`config.mk`:
```
export PLATFORM = sky130hd
export DESIGN_NAME = dmpm_top
export DESIGN_NICKNAME = d
export VERILOG_FILES = /design/src/design/dmpm_pkg.sv /design/src/design/dmpm_top.sv
export SDC_FILE = /design/constraint.sdc
export NUM_CORES = 1
export LEC_CHECK = 0
export ABC_AREA = 1
export BUFFER_PORTS_ARGS = -buffer_cell sky130_fd_sc_hd__clkbuf_2
export CAP_MARGIN = 40
export CORE_ASPECT_RATIO = 0.75
export CORE_MARGIN = 2
export CORE_UTILIZATION = 35
export DETAILED_ROUTE_END_ITERATION = 12
export PLACE_DENSITY = 0.61
export SKIP_LAST_GASP = 1
export SLEW_MARGIN = 20
export SYNTH_ARGS = -nofsm -noshare
export SYNTH_HDL_FRONTEND = slang
export SYNTH_SLANG_ARGS = --single-unit
```
`constraint.sdc`:
```
create_clock -name mclk_i -period 13.81 [get_ports mclk_i]
set_clock_uncertainty 0.15 [all_clocks]
set_input_delay 1.381 -clock mclk_i [delete_from_list [all_inputs] [get_ports mclk_i]]
set_output_delay 1.381 -clock mclk_i [all_outputs]
set_load 0.005 [all_outputs]
```
`src/design/dmpm_pkg.sv`:
```
// Package: constants, timing and state types of the DAC mute and power manager
package dmpm_pkg;

  // Core clock rate
  localparam int unsigned CLK_MHZ = 250;

  //////////////////////////////////////////////////////////////////////////////
  // Zero data detect
  localparam int unsigned ZERO_FRAMES = 1024;
  localparam logic [10:0] ZERO_FRAMES_MAX = 11'h400;

  //////////////////////////////////////////////////////////////////////////////
  // Soft ramp: one dB step per sample period, 104 steps from 0 dBFS to silence
  localparam int unsigned RAMP_STEPS = 104;
  localparam logic [6:0] ATT_FULL = 7'h68;
  localparam logic [6:0] ATT_NONE = 7'h00;

  //////////////////////////////////////////////////////////////////////////////
  // Times in their own units and derived cycle counts
  localparam int unsigned HALT_TIME_MS = 1000;
  localparam int unsigned HALT_CYCLES = HALT_TIME_MS * CLK_MHZ * 1000;
  localparam int unsigned GUARD_FALL_MS = 6;
  localparam int unsigned GUARD_FALL_CYCLES = GUARD_FALL_MS * CLK_MHZ * 1000;
  localparam int unsigned HARD_MUTE_NS = 200000;
  localparam int unsigned HARD_MUTE_CYCLES = (HARD_MUTE_NS * CLK_MHZ) / 1000;
  localparam int unsigned SCK_TIMEOUT_NS = 4000;
  localparam int unsigned SCK_TIMEOUT_CYCLES = (SCK_TIMEOUT_NS * CLK_MHZ) / 1000;
  localparam int unsigned BCK_TIMEOUT_NS = 8000;
  localparam int unsigned BCK_TIMEOUT_CYCLES = (BCK_TIMEOUT_NS * CLK_MHZ) / 1000;
  localparam int unsigned FRAME_RATE_CLOCK_TIMEOUT_NS = 130000;
  localparam int unsigned FRAME_RATE_CLOCK_TIMEOUT_CYCLES = (FRAME_RATE_CLOCK_TIMEOUT_NS * CLK_MHZ) / 1000;
  localparam int unsigned INT_OSC_NS = 20833;
  localparam int unsigned INT_OSC_CYCLES = (INT_OSC_NS * CLK_MHZ) / 1000;
  localparam int unsigned POWERUP_NS = 10000;
  localparam int unsigned POWERUP_CYCLES = (POWERUP_NS * CLK_MHZ + 999) / 1000;

  //////////////////////////////////////////////////////////////////////////////
  // Bit clocks per frame that count as a valid ratio, and the tolerated bad frames
  localparam logic [7:0] BCK_PER_FRAME_A = 8'h20;
  localparam logic [7:0] BCK_PER_FRAME_B = 8'h30;
  localparam logic [7:0] BCK_PER_FRAME_C = 8'h40;
  localparam logic [2:0] BAD_FRAME_LIMIT = 3'h4;

  // Reset values
  localparam logic [31:0] CNT_SATURATED = 32'hFFFF_FFFF;
  localparam logic [31:0] CNT_ZERO = 32'h0000_0000;

  // Synchroniser lanes
  localparam int unsigned PIN_SCK = 0;
  localparam int unsigned PIN_BCK = 1;
  localparam int unsigned PIN_FRAME_RATE_CLOCK = 2;
  localparam int unsigned PIN_SMT = 3;
  localparam int unsigned PIN_UPPER = 4;
  localparam int unsigned PIN_LOWER = 5;
  localparam int unsigned PIN_COUNT = 6;

  typedef enum logic [2:0] {
    PWR_DOWN,
    PWR_STANDBY,
    PWR_STARTUP,
    PWR_ACTIVE,
    PWR_DRAIN
  } dmpm_pwr_t;

endpackage

```
`src/design/dmpm_top.sv`:
```
// Mute and power-state manager of a stereo audio DAC
`timescale 1ns/100ps

// Contract
// RULE_01: 1024 zero frames force analog mute
// RULE_02: Clock error or halt enters stand-by
// RULE_03: Clocks low over 1 s: power-down
// RULE_04: Valid clocks return: power up automatically
// RULE_05: Mute pin falls: -1dB per sample, 104
// RULE_06: Mute pin rises: +1dB per sample, 104
// RULE_07: Fall of 6ms or more: guard mode
// RULE_08: Guard: upper level mutes, lower shuts down
// RULE_09: Pin low: ramp then hard mute, bounded
// RULE_10: Clock error: internal tick, ramp, hard mute
// RULE_11: Host lowers mute pin before power removal
// RULE_12: Host stops clocks 3ms before power-down
// RULE_13: Pin change mid-ramp reverses from current step
module dmpm_top #(
  parameter int unsigned HALT_CYCLES_P = dmpm_pkg::HALT_CYCLES,
  parameter int unsigned GUARD_FALL_CYCLES_P = dmpm_pkg::GUARD_FALL_CYCLES,
  parameter int unsigned HARD_MUTE_CYCLES_P = dmpm_pkg::HARD_MUTE_CYCLES,
  parameter int unsigned FRAME_RATE_CLOCK_TIMEOUT_CYCLES_P = dmpm_pkg::FRAME_RATE_CLOCK_TIMEOUT_CYCLES,
  parameter int unsigned INT_OSC_CYCLES_P = dmpm_pkg::INT_OSC_CYCLES
) (
  // Clock and reset
  input wire logic mclk_i,
  input wire logic rst_i,
  // Pins from the audio source
  input wire logic sys_clock_i,
  input wire logic serial_bit_clock_i,
  input wire logic frame_rate_clock_i,
  input wire logic soft_mute_n_i,
  // Level comparators on the mute pin, high while the pin is above the level
  input wire logic guard_above_upper_i,
  input wire logic guard_above_lower_i,
  // Deserialised samples from logic on mclk_i
  input wire logic [31:0] sample_left_i,
  input wire logic [31:0] sample_right_i,
  // Toward the DAC datapath
  output logic [31:0] hold_left_o,
  output logic [31:0] hold_right_o,
  output logic [6:0] atten_db_o,
  output logic sample_tick_o,
  output logic internal_osc_sel_o,
  output logic analog_mute_o,
  // Power controls and status
  output logic dac_power_on_o,
  output logic line_driver_on_o,
  output logic charge_pump_on_o,
  output logic bias_ref_on_o,
  output logic undervoltage_guard_mode_o,
  output dmpm_pkg::dmpm_pwr_t power_state_o
);
  import dmpm_pkg::*;

  //////////////////////////////////////////////////////////////////////////////
  // Pin synchronisers; the first stage feeds only the second
  logic [PIN_COUNT-1:0] pin_raw;
  logic [PIN_COUNT-1:0] pin_meta_r;
  logic [PIN_COUNT-1:0] pin_sync_r;
  logic [PIN_COUNT-1:0] pin_prev_r;

  assign pin_raw = {guard_above_lower_i, guard_above_upper_i, soft_mute_n_i,
                    frame_rate_clock_i, serial_bit_clock_i, sys_clock_i};

  genvar gi;
  generate
    for (gi = 0; gi < PIN_COUNT; gi++) begin : g_sync
      always_ff @(posedge mclk_i or posedge rst_i) begin
        if (rst_i) begin
          pin_meta_r[gi] <= 1'b0;
          pin_sync_r[gi] <= 1'b0;
          pin_prev_r[gi] <= 1'b0;
        end else begin
          pin_meta_r[gi] <= pin_raw[gi];
          pin_sync_r[gi] <= pin_meta_r[gi];
          pin_prev_r[gi] <= pin_sync_r[gi];
        end
      end
    end
  endgenerate

  logic sck_edge;
  logic bck_rise;
  logic frame_rate_clock_edge;
  logic frame_tick;
  logic smt_high;
  logic upper_ok;
  logic lower_ok;

  assign sck_edge = pin_sync_r[PIN_SCK] ^ pin_prev_r[PIN_SCK];
  assign bck_rise = pin_sync_r[PIN_BCK] & ~pin_prev_r[PIN_BCK];
  assign frame_rate_clock_edge = pin_sync_r[PIN_FRAME_RATE_CLOCK] ^ pin_prev_r[PIN_FRAME_RATE_CLOCK];
  assign frame_tick = pin_sync_r[PIN_FRAME_RATE_CLOCK] & ~pin_prev_r[PIN_FRAME_RATE_CLOCK];
  assign smt_high = pin_sync_r[PIN_SMT];
  assign upper_ok = pin_sync_r[PIN_UPPER];
  assign lower_ok = pin_sync_r[PIN_LOWER];

  //////////////////////////////////////////////////////////////////////////////
  // Clock monitor
  logic [31:0] sck_gap_r, sck_gap_nxt;
  logic [31:0] bck_gap_r, bck_gap_nxt;
  logic [31:0] frame_rate_clock_gap_r, frame_rate_clock_gap_nxt;
  logic [31:0] halt_cnt_r, halt_cnt_nxt;
  logic [7:0] bck_in_frame_r, bck_in_frame_nxt;
  logic [2:0] bad_frames_r, bad_frames_nxt;
  logic [31:0] osc_cnt_r, osc_cnt_nxt;
  logic clk_err;
  logic halt_long;
  logic osc_tick;
  logic ratio_ok;

  assign ratio_ok = (bck_in_frame_r == BCK_PER_FRAME_A) || (bck_in_frame_r == BCK_PER_FRAME_B) ||
                    (bck_in_frame_r == BCK_PER_FRAME_C);
  // Edge gaps start saturated so a device without clocks reports an error
  assign clk_err = (sck_gap_r >= SCK_TIMEOUT_CYCLES) || (bck_gap_r >= BCK_TIMEOUT_CYCLES) ||
                   (frame_rate_clock_gap_r >= FRAME_RATE_CLOCK_TIMEOUT_CYCLES_P) || (bad_frames_r > BAD_FRAME_LIMIT); // RULE_02
  assign halt_long = halt_cnt_r > HALT_CYCLES_P; // RULE_03
  assign osc_tick = (osc_cnt_r == CNT_ZERO);

  always_comb begin
    sck_gap_nxt = sck_edge ? CNT_ZERO : sck_gap_r + {31'h0, sck_gap_r != CNT_SATURATED};
    bck_gap_nxt = bck_rise ? CNT_ZERO : bck_gap_r + {31'h0, bck_gap_r != CNT_SATURATED};
    frame_rate_clock_gap_nxt = frame_rate_clock_edge ? CNT_ZERO : frame_rate_clock_gap_r + {31'h0, frame_rate_clock_gap_r != CNT_SATURATED};
    // Both serial clocks parked low
    if (!pin_sync_r[PIN_BCK] && !pin_sync_r[PIN_FRAME_RATE_CLOCK]) begin
      halt_cnt_nxt = halt_cnt_r + {31'h0, halt_cnt_r != CNT_SATURATED}; // RULE_03
    end else begin
      halt_cnt_nxt = CNT_ZERO;
    end
    bck_in_frame_nxt = bck_in_frame_r;
    bad_frames_nxt = bad_frames_r;
    if (frame_tick) begin
      bck_in_frame_nxt = 8'h00;
      if (ratio_ok) begin
        bad_frames_nxt = 3'h0;
      end else if (bad_frames_r <= BAD_FRAME_LIMIT) begin
        bad_frames_nxt = bad_frames_r + 3'h1;
      end
    end else if (bck_rise && bck_in_frame_r != 8'hFF) begin
      bck_in_frame_nxt = bck_in_frame_r + 8'h01;
    end
    // Free-running stand-in for the frame clock while the clocks are bad
    if (osc_cnt_r >= INT_OSC_CYCLES_P - 1) begin
      osc_cnt_nxt = CNT_ZERO;
    end else begin
      osc_cnt_nxt = osc_cnt_r + 32'h1;
    end
  end

  always_ff @(posedge mclk_i or posedge rst_i) begin
    if (rst_i) begin
      sck_gap_r <= CNT_SATURATED;
      bck_gap_r <= CNT_SATURATED;
      frame_rate_clock_gap_r <= CNT_SATURATED;
      halt_cnt_r <= CNT_ZERO;
      bck_in_frame_r <= 8'h00;
      bad_frames_r <= 3'h0;
      osc_cnt_r <= CNT_ZERO;
    end else begin
      sck_gap_r <= sck_gap_nxt;
      bck_gap_r <= bck_gap_nxt;
      frame_rate_clock_gap_r <= frame_rate_clock_gap_nxt;
      halt_cnt_r <= halt_cnt_nxt;
      bck_in_frame_r <= bck_in_frame_nxt;
      bad_frames_r <= bad_frames_nxt;
      osc_cnt_r <= osc_cnt_nxt;
    end
  end

  //////////////////////////////////////////////////////////////////////////////
  // Undervoltage guard: the pin's fall time is measured from the upper level
  logic [31:0] fall_cnt_r, fall_cnt_nxt;
  logic fast_fall_r, fast_fall_nxt;
  logic guard_r, guard_nxt;
  logic guard_shutdown;

  assign guard_shutdown = guard_r & ~lower_ok; // RULE_08

  always_comb begin
    fall_cnt_nxt = fall_cnt_r;
    fast_fall_nxt = fast_fall_r;
    guard_nxt = guard_r;
    if (upper_ok && smt_high) begin
      fall_cnt_nxt = CNT_ZERO;
      fast_fall_nxt = 1'b0;
      guard_nxt = 1'b0;
    end else if (!guard_r) begin
      if (fall_cnt_r != CNT_SATURATED) begin
        fall_cnt_nxt = fall_cnt_r + 32'h1;
      end
      // A quick edge is a plain mute command and never arms the guard
      if (!smt_high && fall_cnt_r < GUARD_FALL_CYCLES_P) begin
        fast_fall_nxt = 1'b1;
      end
      if (!fast_fall_r && smt_high && fall_cnt_r + 32'h1 >= GUARD_FALL_CYCLES_P) begin
        guard_nxt = 1'b1; // RULE_07
      end
    end
  end

  always_ff @(posedge mclk_i or posedge rst_i) begin
    if (rst_i) begin
      fall_cnt_r <= CNT_ZERO;
      fast_fall_r <= 1'b0;
      guard_r <= 1'b0;
    end else begin
      fall_cnt_r <= fall_cnt_nxt;
      fast_fall_r <= fast_fall_nxt;
      guard_r <= guard_nxt;
    end
  end

  //////////////////////////////////////////////////////////////////////////////
  // Power state, soft ramp, zero detect and hard mute
  dmpm_pwr_t state_r, state_nxt;
  logic [31:0] up_cnt_r, up_cnt_nxt;
  logic [6:0] atten_r, atten_nxt;
  logic [10:0] zero_cnt_r, zero_cnt_nxt;
  logic [31:0] hard_cnt_r, hard_cnt_nxt;
  logic [31:0] hold_l_r, hold_l_nxt;
  logic [31:0] hold_r_r, hold_r_nxt;
  logic tick;
  logic mute_req;
  logic zero_mute;
  logic hard_done;
  logic powered;
  logic amute_r, amute_nxt;
  logic tick_r;

  // Upper level low also covers the guard's soft mute; it tracks the pin otherwise
  assign mute_req = ~smt_high | ~upper_ok | guard_shutdown | (state_r != PWR_ACTIVE); // RULE_08
  assign tick = clk_err ? osc_tick : frame_tick; // RULE_10
  assign zero_mute = (zero_cnt_r == ZERO_FRAMES_MAX);
  assign hard_done = hard_cnt_r >= HARD_MUTE_CYCLES_P;
  assign powered = (state_r == PWR_ACTIVE) || (state_r == PWR_DRAIN) || (state_r == PWR_STARTUP);

  always_comb begin
    state_nxt = state_r;
    up_cnt_nxt = CNT_ZERO;
    case (state_r)
      PWR_ACTIVE: begin
        if (halt_long) begin
          state_nxt = PWR_DOWN; // RULE_03
        end else if (clk_err) begin
          state_nxt = PWR_DRAIN; // RULE_10
        end else if (guard_shutdown) begin
          state_nxt = PWR_STANDBY; // RULE_08
        end
      end
      PWR_DRAIN: begin
        // Keep the converter running until the ramp reaches silence
        if (halt_long) begin
          state_nxt = PWR_DOWN;
        end else if (atten_r == ATT_FULL) begin
          state_nxt = PWR_STANDBY; // RULE_02
        end
      end
      PWR_STANDBY: begin
        if (halt_long) begin
          state_nxt = PWR_DOWN; // RULE_03
        end else if (!clk_err && !guard_shutdown) begin
          state_nxt = PWR_STARTUP; // RULE_04
        end
      end
      PWR_DOWN: begin
        if (!clk_err) begin
          state_nxt = PWR_STARTUP; // RULE_04
        end
      end
      PWR_STARTUP: begin
        up_cnt_nxt = up_cnt_r + 32'h1;
        if (clk_err || guard_shutdown) begin
          state_nxt = PWR_STANDBY;
        end else if (up_cnt_r >= POWERUP_CYCLES - 1) begin
          state_nxt = PWR_ACTIVE;
        end
      end
      default: begin
        state_nxt = PWR_DOWN;
      end
    endcase
  end

  always_comb begin
    atten_nxt = atten_r;
    // One step per sample; direction follows the request, so a mid-ramp change turns back
    if (!powered || state_r == PWR_STARTUP) begin
      atten_nxt = ATT_FULL;
    end else if (tick) begin
      if (mute_req && atten_r != ATT_FULL) begin
        atten_nxt = atten_r + 7'h01; // RULE_05 RULE_13
      end else if (!mute_req && atten_r != ATT_NONE) begin
        atten_nxt = atten_r - 7'h01; // RULE_06 RULE_13
      end
    end
    zero_cnt_nxt = zero_cnt_r;
    hold_l_nxt = hold_l_r;
    hold_r_nxt = hold_r_r;
    // Samples are latched only on true frames; on a clock error the last one is held
    if (frame_tick && !clk_err) begin
      hold_l_nxt = sample_left_i;
      hold_r_nxt = sample_right_i;
      if (sample_left_i != 32'h0 || sample_right_i != 32'h0) begin
        zero_cnt_nxt = 11'h000;
      end else if (!zero_mute) begin
        zero_cnt_nxt = zero_cnt_r + 11'h001; // RULE_01
      end
    end
    // Hard mute follows the ramp's end after a fixed settling delay
    if (mute_req && atten_r == ATT_FULL) begin
      hard_cnt_nxt = hard_done ? hard_cnt_r : hard_cnt_r + 32'h1; // RULE_09
    end else begin
      hard_cnt_nxt = CNT_ZERO;
    end
    amute_nxt = zero_mute || hard_done || guard_shutdown || !powered ||
                (state_r == PWR_STARTUP); // RULE_01 RULE_09 RULE_08 RULE_10
  end

  always_ff @(posedge mclk_i or posedge rst_i) begin
    if (rst_i) begin
      state_r <= PWR_DOWN;
      up_cnt_r <= CNT_ZERO;
      atten_r <= ATT_FULL;
      zero_cnt_r <= 11'h000;
      hard_cnt_r <= CNT_ZERO;
      hold_l_r <= 32'h0;
      hold_r_r <= 32'h0;
      amute_r <= 1'b1;
      tick_r <= 1'b0;
    end else begin
      state_r <= state_nxt;
      up_cnt_r <= up_cnt_nxt;
      atten_r <= atten_nxt;
      zero_cnt_r <= zero_cnt_nxt;
      hard_cnt_r <= hard_cnt_nxt;
      hold_l_r <= hold_l_nxt;
      hold_r_r <= hold_r_nxt;
      amute_r <= amute_nxt;
      tick_r <= tick;
    end
  end

  //////////////////////////////////////////////////////////////////////////////
  // Outputs
  assign hold_left_o = hold_l_r;
  assign hold_right_o = hold_r_r;
  assign atten_db_o = atten_r;
  assign sample_tick_o = tick_r;
  assign internal_osc_sel_o = (state_r == PWR_DRAIN); // RULE_10
  assign analog_mute_o = amute_r;
  assign dac_power_on_o = powered; // RULE_02
  assign line_driver_on_o = powered; // RULE_02
  assign charge_pump_on_o = (state_r != PWR_DOWN); // RULE_03
  assign bias_ref_on_o = (state_r != PWR_DOWN); // RULE_03
  assign undervoltage_guard_mode_o = guard_r;
  assign power_state_o = state_r;

endmodule

```
==> impl_metrics.yaml, run 1 <==
pwr:
  leakagePower_nw: 9.66
  finalPower_mw: 2.95
  power_per_cell_area_nw_per_um2: 133
  vdd_drop_max_mv: 0.0822
floorplan:
  fp.dieW_um: 273
  rows: 74
  start_util_pct: 35.2
  die_y_um: 206
  core_sq_um: 54200
  die_area_sq_um: 56400
  io_pins: 154
timing:
  setup_tns_ns: 0
  fin_crit_sh_pct: 26.3
  period_needed_ns: 3.63
  slew_headroom_pct: 27.7
  setup_viol: 0
  grt_setup_unrepaired: "false"
  final_hold_viol_count: 0
  max_freq_mhz: 275
  tightest_slew_ns: 1.08
  final_max_slew_viol_count: 0
synth:
  ys_ff_latch: 371
  synth_area_sq_um: 19100
  yosysSeqAreaShare_pct: 49.4
  synth_edf_count: 0
  synthDistinctLibCells: 60
  synth_top_cell_by_area: "dfrtp_1"
  synth-async-reset-ratio_pct: 100
  synth_area_leaders: "dfrtp_1, dfstp_2, nand2_1"
  syn_area_per_cell_sq_um: 7.90
  synth_top_cell_area_share_pct: 35.6
  syn_inst: 2413
  synth-main-ff-cell: "dfrtp_1"
  yosysWarnings: 0
global_routing:
  grt_pass1_wl_um: 77700
  groute.usage.overall_pct: 16.7
  grt_pass1_vias: 15500
  grt_overflow: 0
  antenna_found_initial: 0
  grt_max_degree: 181
critical_path:
  path_class: "reg2out"
  cp-start-kind: "register"
  r2r-start: "halt_cnt_r[24]"
  path_max_fanout: 22
  required_ns: 12.28
  worst_setup_path_end_kind: "output pin"
  crit_start: "power_state_o[1]"
  worstPathArrival_ns: 2.10
cts:
  cts-root-buf: "clkbuf_16"
  clk_path_buf_depth: 3
  cts.sinks: 371
  clkTransAtPathRegs_ns: 0.06
  post_cts_resized: 0
  cts_tree: "yes"
  postCtsHoldBufs: 0
  clock_latency_ns: 0.59
  htreeDepth: 2
  cts_made_buffers: 42
  post_cts_buffers: 0
route:
  drcViolationCount: 0
  drt_wl_total_um: 46100
  wl_per_cell_um: 13.8
  ant_nets: 0
  vias_per_cell: 4.90
  vias: 16400
  dr.pass1.iters: 6
  first_iter_violations: 1341
run_status:
  outcome: "finished clean"
layout:
  fillerInstances: 5441
  drive_gt1_share_pct: 14.8
  fin_nets: 2696
  area_delta_synth_final_pct: 16.6
  num_antenna_cells: 0
place:
  gp_congestion: 0.864
  port_buffers: 153
  dp_hpwl_um: 33300
hold_path:
  hp-start: "pin_meta_r[3]"
  hold_class: "reg2reg"
flow_run:
  maxCapViolations: 0
-- area by class of cell --
| cell class | instances | area [sq um] | share of cell area, % |
|---|---|---|---|
| clock inverters | 23 | 339 | 1.53 |
| flip-flops and latches | 371 | 9410 | 42.3 |
| well taps | 722 | 903 | 4.07 |
| multi-input cells | 1699 | 8300 | 37.4 |
| inverters | 319 | 1210 | 5.43 |
| repair buffers | 164 | 921 | 4.14 |
| clock buffers | 55 | 1140 | 5.13 |
-- cells by family after synthesis --
logic type	after synthesis	synth area share, %
and+or+nand+nor	1283	30.0
DFF	371	49.4
buffers and inverters	361	7.47
AOI/OAI and AO/OA	328	9.43
xor gates and xnor gates	40	1.84
adders and majority gates	27	1.81
muxes	2	0.105
other	1	0.0197
-- flip-flops by register name (all words and copies together), names as in the netlist, 6 cells and up --
signal,count
atten_db_o,7
bck_gap_r,32
bck_in_frame_r,8
fall_cnt_r,32
frame_rate_clock_gap_r,32
halt_cnt_r,32
hard_cnt_r,32
hold_left_o,32
hold_right_o,32
osc_cnt_r,32
pin_meta_r,6
sck_gap_r,32
up_cnt_r,32
zero_cnt_r,11
-- worst max-delay path, cell delays in order (launching register included) --
cell	delay [ns]
dfrtp_1	0.44
inv_1	0.09
nor3_2	0.11
buf_4	0.26
inv_1	0.30
nand2_1	0.19
clkbuf_2	0.13
-- per-stage QoR --
stage               util [%]  std cells  setup slack, ns  cell area (sq um)  hold slack (ns)
floorplan                  -       2431             2.14              19100            0.181
global placement        38.1       3271            10.42              20700            0.183
detailed placement      38.2       3272            10.41              20700            0.185
CTS                     40.9       3350            10.13              22200            0.199
global route            41.0       3353             9.98              22200            0.203
finish                  41.0       3353            10.18              22200            0.196
-- final timing paths --
| path | slack (ns) | end | cells past startpoint |
|---|---|---|---|
| max | 10.18 | dac_power_on_o | 6 |
| min | 0.20 | smt_high | 0 |
| max reg2reg | 10.60 | halt_cnt_r[26] | 17 |
| min reg2reg | 0.20 | smt_high | 0 |
| max in group asynchronous | 11.18 | hold_right_o[5] | 4 |
| min in group asynchronous | 0.63 | fall_cnt_r[15] | 2 |
-- cells in the mapped netlist (7+ instances only) --
library cell,n
and3_1,8
xnor2_1,7
a31oi_1,15
nor3b_1,13
buf_2,11
nor4_1,50
nand2_1,557
o21ai_0,135
nand3_1,122
a211oi_1,7
xor2_1,33
nor2_2,14
a21oi_1,121
o22ai_1,16
inv_1,309
nor3_1,117
ha_1,26
dfrtp_1,271
nor3_2,7
nand4_1,57
nor2_1,304
clkbuf_1,21
dfstp_2,100
o21a_1,10
-- placed cells by master (no fill, tap or decap), drive strengths merged, types with 7 or more instances in the layout --
master | synthesis | layout
o21ai | 140 | 140
ha | 26 | 26
bufinv | 0 | 7
nand3 | 122 | 122
dfrtp | 271 | 271
nand4 | 57 | 57
xnor2 | 7 | 7
nor2 | 324 | 324
nand2 | 565 | 565
a21oi | 122 | 122
nor3 | 126 | 126
o22ai | 16 | 16
dfstp | 100 | 100
and3 | 8 | 8
nor3b | 13 | 13
a31oi | 15 | 15
nor4 | 51 | 51
xor2 | 33 | 33
a211oi | 7 | 7
clkbuf | 22 | 208
inv | 315 | 317
o21a | 10 | 10
buf | 20 | 11
clkinv | 4 | 16
conb | 1 | 19
-- power breakdown --
group	internal [mW]	total, mW	leakage (nW)	switching [mW]
logic	0.178	0.466	4.33	0.288
registers	1.21	1.29	4.60	0.0776
clock network	0.720	1.19	0.725	0.469
-- metal layers --
layer | vias up | GRT usage (%) | share of wire (%)
met1 | 7698 | 24.7 | 50
met4 | 0 | 4.98 | 2.1
li1 | 8265 | - | -
met3 | 51 | 2.77 | 5.5
met5 | - | 0 | 0
met2 | 405 | 24.9 | 42
Note: power is estimated with default switching activity, not from simulation.
==> run 2, diff against run 1 <==
--- a/config.mk
+++ b/config.mk
@@ -5,14 +5,14 @@
 export SDC_FILE = /design/constraint.sdc
 export NUM_CORES = 1
 export LEC_CHECK = 0
-export ABC_AREA = 1
+export ABC_AREA = 0
 export BUFFER_PORTS_ARGS = -buffer_cell sky130_fd_sc_hd__clkbuf_2
 export CAP_MARGIN = 40
 export CORE_ASPECT_RATIO = 0.75
 export CORE_MARGIN = 2
 export CORE_UTILIZATION = 35
 export DETAILED_ROUTE_END_ITERATION = 12
-export PLACE_DENSITY = 0.61
+export PLACE_DENSITY = 0.62
 export SKIP_LAST_GASP = 1
 export SLEW_MARGIN = 20
 export SYNTH_ARGS = -nofsm -noshare
==> constraint.sdc (replaced) <==
create_clock -name mclk_i -period 3.7 [get_ports mclk_i]
set_clock_uncertainty 0.15 [all_clocks]
set_input_delay 0.37 -clock mclk_i [delete_from_list [all_inputs] [get_ports mclk_i]]
set_output_delay 0.37 -clock mclk_i [all_outputs]
set_load 0.005 [all_outputs]
==> run 2 against run 1 <==
  * Routed wire length down 14%
  * Global-route usage down 1.8 points
  * Utilization increased by 1.9 points
  * Final cell count fell by 20%
==> impl_metrics.yaml, run 2 <==
pwr:
  power_per_cell_area_nw_per_um2: 482
  leakagePower_nw: 9.01
  vdd_drop_max_mv: 0.397
global_routing:
  grt_overflow: 0
  grt_pass1_vias: 13100
  antenna_found_initial: 1
  grt_pass1_wl_um: 66200
  groute.usage.overall_pct: 14.9
  grt_max_degree: 130
synth:
  ys_ff_latch: 371
  synth_top_cell_by_area: "dfrtp_1"
  synth_area_leaders: "dfrtp_1, dfstp_2, xor2_1"
  synth-main-ff-cell: "dfrtp_1"
  syn_inst: 1747
  yosysWarnings: 0
  synth_edf_count: 0
  syn_area_per_cell_sq_um: 10.2
  synthDistinctLibCells: 63
  synthTopCellsByCount: "dfrtp_1, nor2_1, xor2_1"
  yosysMostFrequentCell: "dfrtp_1"
  synth-async-reset-ratio_pct: 100
  yosysSeqAreaShare_pct: 52.6
  synth_top_cell_area_share_pct: 37.9
  synth_area_sq_um: 17900
layout:
  num_antenna_cells: 0
  post-route-util_pct: 42.9
  fin_cells: 2684
  most-common-layout-cells: "dfrtp_1, nor2_1, clkbuf_2"
  layout_commonest_cell: "dfrtp_1"
  final_cell_area_sq_um: 21600
  drive_gt1_share_pct: 20.7
  area_delta_synth_final_pct: 20.7
  fin_nets: 2096
cts:
  post_cts_buffers: 0
  htreeDepth: 2
  cts_made_buffers: 38
  cts.sinks: 371
  clkTransAtPathRegs_ns: 0.06
  clock_latency_ns: 0.54
  clk_path_buf_depth: 3
  cts_tree: "yes"
  cts-root-buf: "clkbuf_16"
route:
  drcViolationCount: 0
  ant_nets: 0
  first_iter_violations: 1058
  wl_per_cell_um: 14.8
  dr.pass1.iters: 6
  drt_wl_total_um: 39800
  vias: 13500
  vias_per_cell: 5.04
critical_path:
  worstPathArrival_ns: 3.69
  r2r-start: "halt_cnt_r[12]"
  path_max_fanout: 7
  required_ns: 4.01
  rr_endpoint: "halt_cnt_r[28]"
  path_class: "reg2reg"
  worst_setup_path_end_kind: "register"
  rrSetupSlack_ns: 0.32
  r2r.worst_path.cells: 14
  cp-start-kind: "register"
timing:
  period_needed_ns: 3.38
  final_hold_viol_count: 0
  final_max_slew_viol_count: 0
  grt_setup_unrepaired: "false"
  fin_crit_sh_pct: 91.3
  setup_tns_ns: 0
  max_freq_mhz: 296
  slew_headroom_pct: 42.2
  tightest_slew_ns: 0.855
  fin_hold_ws_ns: 0.152
  setup_viol: 0
hold_path:
  hold_class: "in2async"
place:
  dp_hpwl_um: 27000
  port_buffers: 153
  placed_area_sq_um: 19500
  gp_congestion: 0.819
  dp.cells: 2541
floorplan:
  die_y_um: 200
  rows: 71
  start_util_pct: 35.6
  die_area_sq_um: 52900
  core_sq_um: 50300
  fp.dieW_um: 265
  io_pins: 154
run_status:
  outcome: "finished clean"
flow_run:
  maxCapViolations: 0
[run 2: cell families (layout without fill, tap and decap cells)]
logic type               after synthesis  count (layout)  share of synthesized area (%)
AO/OA/AOI/OAI                        150             150                           5.00
XOR/XNOR                             200             200                           9.80
flip-flops                           371             371                           52.6
adder cells (fa/ha/maj)               27              27                           1.93
multiplexers                          71              71                           4.42
AND/OR/NAND/NOR                      837             837                           24.1
other                                  1              19                         0.0210
buffers and inverters                 90             352                           2.06
[run 2: metrics by stage]
step	setup slack (ns)	power (mW)
floorplan	-1.72	5.65
global placement	0.324	6.31
detailed placement	0.195	6.36
CTS	0.178	10.6
global route	0.0546	10.9
finish	0.323	10.4
[run 2: worst max path at each step]
stage                   start              to  slack (ns)
2_1_floorplan           rst_i   atten_db_o[0]       -1.72
3_3_place_gp   halt_cnt_r[12]  halt_cnt_r[30]        0.32
3_5_place_dp   halt_cnt_r[12]  halt_cnt_r[26]        0.19
4_1_cts        halt_cnt_r[12]  halt_cnt_r[26]        0.18
5_1_grt        halt_cnt_r[12]  halt_cnt_r[28]        0.05
6_report       halt_cnt_r[12]  halt_cnt_r[28]        0.32
[run 2: report_power, final]
group | internal (mW) | switching [mW]
clock | 2.42 | 1.63
combinational | 0.747 | 0.718
sequential | 4.57 | 0.325
total | 7.74 | 2.68
[run 2: repair_timing]
action                                 4_1_cts  5_1_grt
gates resized for setup                      0        2
setup endpoints to repair                    0        3
hold buffers                                71        0
endpoints found under the hold margin      123        0
[run 2: final cells by class]
class,instances,area [sq um]
clock buffer,54,1090
tap,657,822
multi-input combinational,1304,8190
timing repair buffer,246,1700
inverter,36,139
fill,4776,28700
sequential,371,9410
clock inverter,16,234
[run 2: metal layers]
metal  routed length (um)  part of all wire, %  track usage (%)  vias to the layer above
li1                     -                    -                -                     6600
met1                19500                   49             22.2                     6606
met2                17700                   44             22.2                      250
met3                 1820                  4.6             2.81                       70
met4                  825                  2.1             3.72                        0
met5                    0                    0                0                        -
[run 2: worst max-delay path, cell delays in order, from the launching register on]
cell and delay [ns]:
dfrtp_1 0.43, and4_1 0.23, and2_1 0.17, and4_1 0.26, nand4_1 0.11, or4_1 0.43
ha_1 0.23, ha_1 0.20, and3_1 0.23, nand2_1 0.15, nor2_4 0.08, and2_1 0.18
nand2_1 0.18, o21ai_0 0.13, a21oi_1 0.14
==> run 3, diff against run 2 <==
==> constraint.sdc (replaced) <==
create_clock -name mclk_i -period 3.7 [get_ports mclk_i]
set_clock_uncertainty 0.15 [all_clocks]
set_input_delay 0.185 -clock mclk_i [delete_from_list [all_inputs] [get_ports mclk_i]]
set_output_delay 0.185 -clock mclk_i [all_outputs]
set_load 0.005 [all_outputs]
==> run 3 against run 2 <==
  * Design area shrank 0.15%
  * Worst hold slack got worse by 0.0011 ns
  * First-iteration DRC count decreased by 13%
  * Via count rose by 0.78%
  * Maximum frequency grew 0.83%
  * Sequential share of layout area is 0.066 points higher
  * Register-to-register slack improved by 0.03 ns
  * Critical endpoint is now halt_cnt_r[30]
  * Die area stayed put
==> impl_metrics.yaml, run 3 (synthesis gave the netlist of run 2 again) <==
global_routing:
  grt_pass1_vias: 13200
  grt_pass1_wl_um: 67300
  grt_max_degree: 137
  grt_overflow: 0
  antenna_found_initial: 0
  groute.usage.overall_pct: 15.1
critical_path:
  cpMaxStageDelayCell: "dfrtp_1"
  r2r-start: "halt_cnt_r[12]"
  required_ns: 3.99
  r2r.worst_path.cells: 14
  cp-start-kind: "register"
  worst_setup_path_end_kind: "register"
  critical_path.max_stage_delay_ns: 0.43
  worstPathArrival_ns: 3.64
  path_class: "reg2reg"
  path_max_fanout: 7
  rr_endpoint: "halt_cnt_r[30]"
  rrSetupSlack_ns: 0.35
  path_cells: "and4_1 > and2_1 > and4_1 > nand4_1 > or4_1 > ha_1 > ha_1 > and3_1 > nand2_1 > nor2_4 > and2_1 > nand2_2 > or3_1 > a21oi_1"
cts:
  cts_tree: "yes"
  cts.sinks: 371
  clock_latency_ns: 0.54
  htreeDepth: 2
  clk_path_buf_depth: 3
  post_cts_buffers: 0
  cts_made_buffers: 38
  cts-root-buf: "clkbuf_16"
  clkTransAtPathRegs_ns: 0.06
floorplan:
  io_pins: 154
  die_y_um: 200
  core_sq_um: 50300
  rows: 71
  start_util_pct: 35.6
  die_area_sq_um: 52900
  fp.dieW_um: 265
layout:
  area_delta_synth_final_pct: 20.6
  layout_commonest_cell: "dfrtp_1"
  regArea_sq_um: 9410
  drive_gt1_share_pct: 21.0
  fin_nets: 2097
  multiInputGateArea_sq_um: 8200
  final_cell_area_sq_um: 21600
  fillerInstances: 4790
  most-common-layout-cells: "dfrtp_1, nor2_1, clkbuf_2"
timing:
  tightest_slew_ns: 0.825
  slew_headroom_pct: 44.6
  max_freq_mhz: 299
  final_hold_viol_count: 0
  setup_viol: 0
  grt_setup_unrepaired: "false"
  final_max_slew_viol_count: 0
  fin_crit_sh_pct: 90.5
  period_needed_ns: 3.35
  fin_hold_ws_ns: 0.151
place:
  port_buffers: 153
  dp_hpwl_um: 27200
  placed_area_sq_um: 19500
  gp_congestion: 0.817
hold_path:
  whs_path_depth: 2
  hold_class: "in2reg"
  hp-start: "guard_above_lower_i"
  hold_path_end: "pin_meta_r[5]"
route:
  dr.pass1.iters: 5
  drt_wl_total_um: 40400
  vias_per_cell: 5.08
  vias: 13600
  wl_per_cell_um: 15.1
  ant_nets: 0
  first_iter_violations: 921
  drcViolationCount: 0
flow_run:
  maxCapViolations: 0
pwr:
  power_per_cell_area_nw_per_um2: 478
  vdd_drop_max_mv: 0.382
  p_switching_mw: 2.70
  combinationalPowerShare_pct: 14.1
  leakagePower_nw: 8.99
  clock_power_share_pct: 38.4
  p_int_mw: 7.61
  seq_power_share_pct: 47.6
  swShare_pct: 26.2
run_status:
  outcome: "finished clean"
[run 3: changes by cell type in the layout (fill, tap and decap cells not counted), moves of 2 or more]
cell	change
clkbuf_1	-5
clkinvlp_4	+4
buf_4	+2
bufinv_16	-2
clkinv_2	+2
[run 3: worst max-delay path: cells and delay by family (launching register included)]
family	cells	cell delay [ns]
AND/OR/NAND/NOR	11	2.13
flip-flops	1	0.43
adder cells (fa/ha/maj)	2	0.37
AO/OA/AOI/OAI	1	0.16
[run 3: per-stage QoR]
stage	cells	setup WS, ns	total power, mW	util (%)	setup TNS (ns)
2_1_floorplan	1765	-1.53	5.65	-	-435.09
3_3_place_gp	2543	0.316	6.31	38.8	0
3_5_place_dp	2543	0.189	6.35	38.9	0
4_1_cts	2683	0.156	10.4	42.8	0
5_1_grt	2684	0.0562	10.8	42.9	0
6_report	2685	0.350	10.3	42.9	0
[run 3: area by class of cell]
type | count | share of cell area (%)
Sequential cell | 371 | 43.7
Multi-Input combinational cell | 1304 | 38.0
Timing Repair Buffer | 247 | 7.87
Clock buffer | 49 | 5.03
Tap cell | 657 | 3.81
Clock inverter | 20 | 0.946
Inverter | 36 | 0.644
Antenna cell | 1 | 0.0116
[run 3: worst max path at each step]
stage                         startpoint              to  slack (ns)
after floorplan                    rst_i   atten_db_o[0]       -1.53
after global placement    halt_cnt_r[12]  halt_cnt_r[28]        0.32
after detailed placement  halt_cnt_r[12]  halt_cnt_r[30]        0.19
after CTS                 halt_cnt_r[12]  halt_cnt_r[30]        0.16
after global routing      halt_cnt_r[13]  halt_cnt_r[30]        0.06
final                     halt_cnt_r[12]  halt_cnt_r[30]        0.35
[run 3: metal layers]
layer  global-route usage (%)  vias up  share of wire [%]
li1                         -     6607                  -
met1                     22.5     6715                 50
met2                     22.8      235                 44
met3                     2.55       74                3.5
met4                     3.64        0                1.8
met5                        0        -                  0
[run 3: power by group through the flow]
stage                     Sequential [mW]  Combinational, mW  Clock, mW
after global placement               4.93               1.38          0
after CTS                            4.90               1.46       4.08
final                                4.90               1.45       3.95
after global routing                 4.97               1.61       4.25
after floorplan                      4.93              0.726          0
after detailed placement             4.96               1.40          0
[run 3: timing repair]
action,4_1_cts,5_1_grt
hold endpoints to repair,356,0
hold buffers,71,0
setup endpoints to repair,0,3
gates resized for setup,0,3
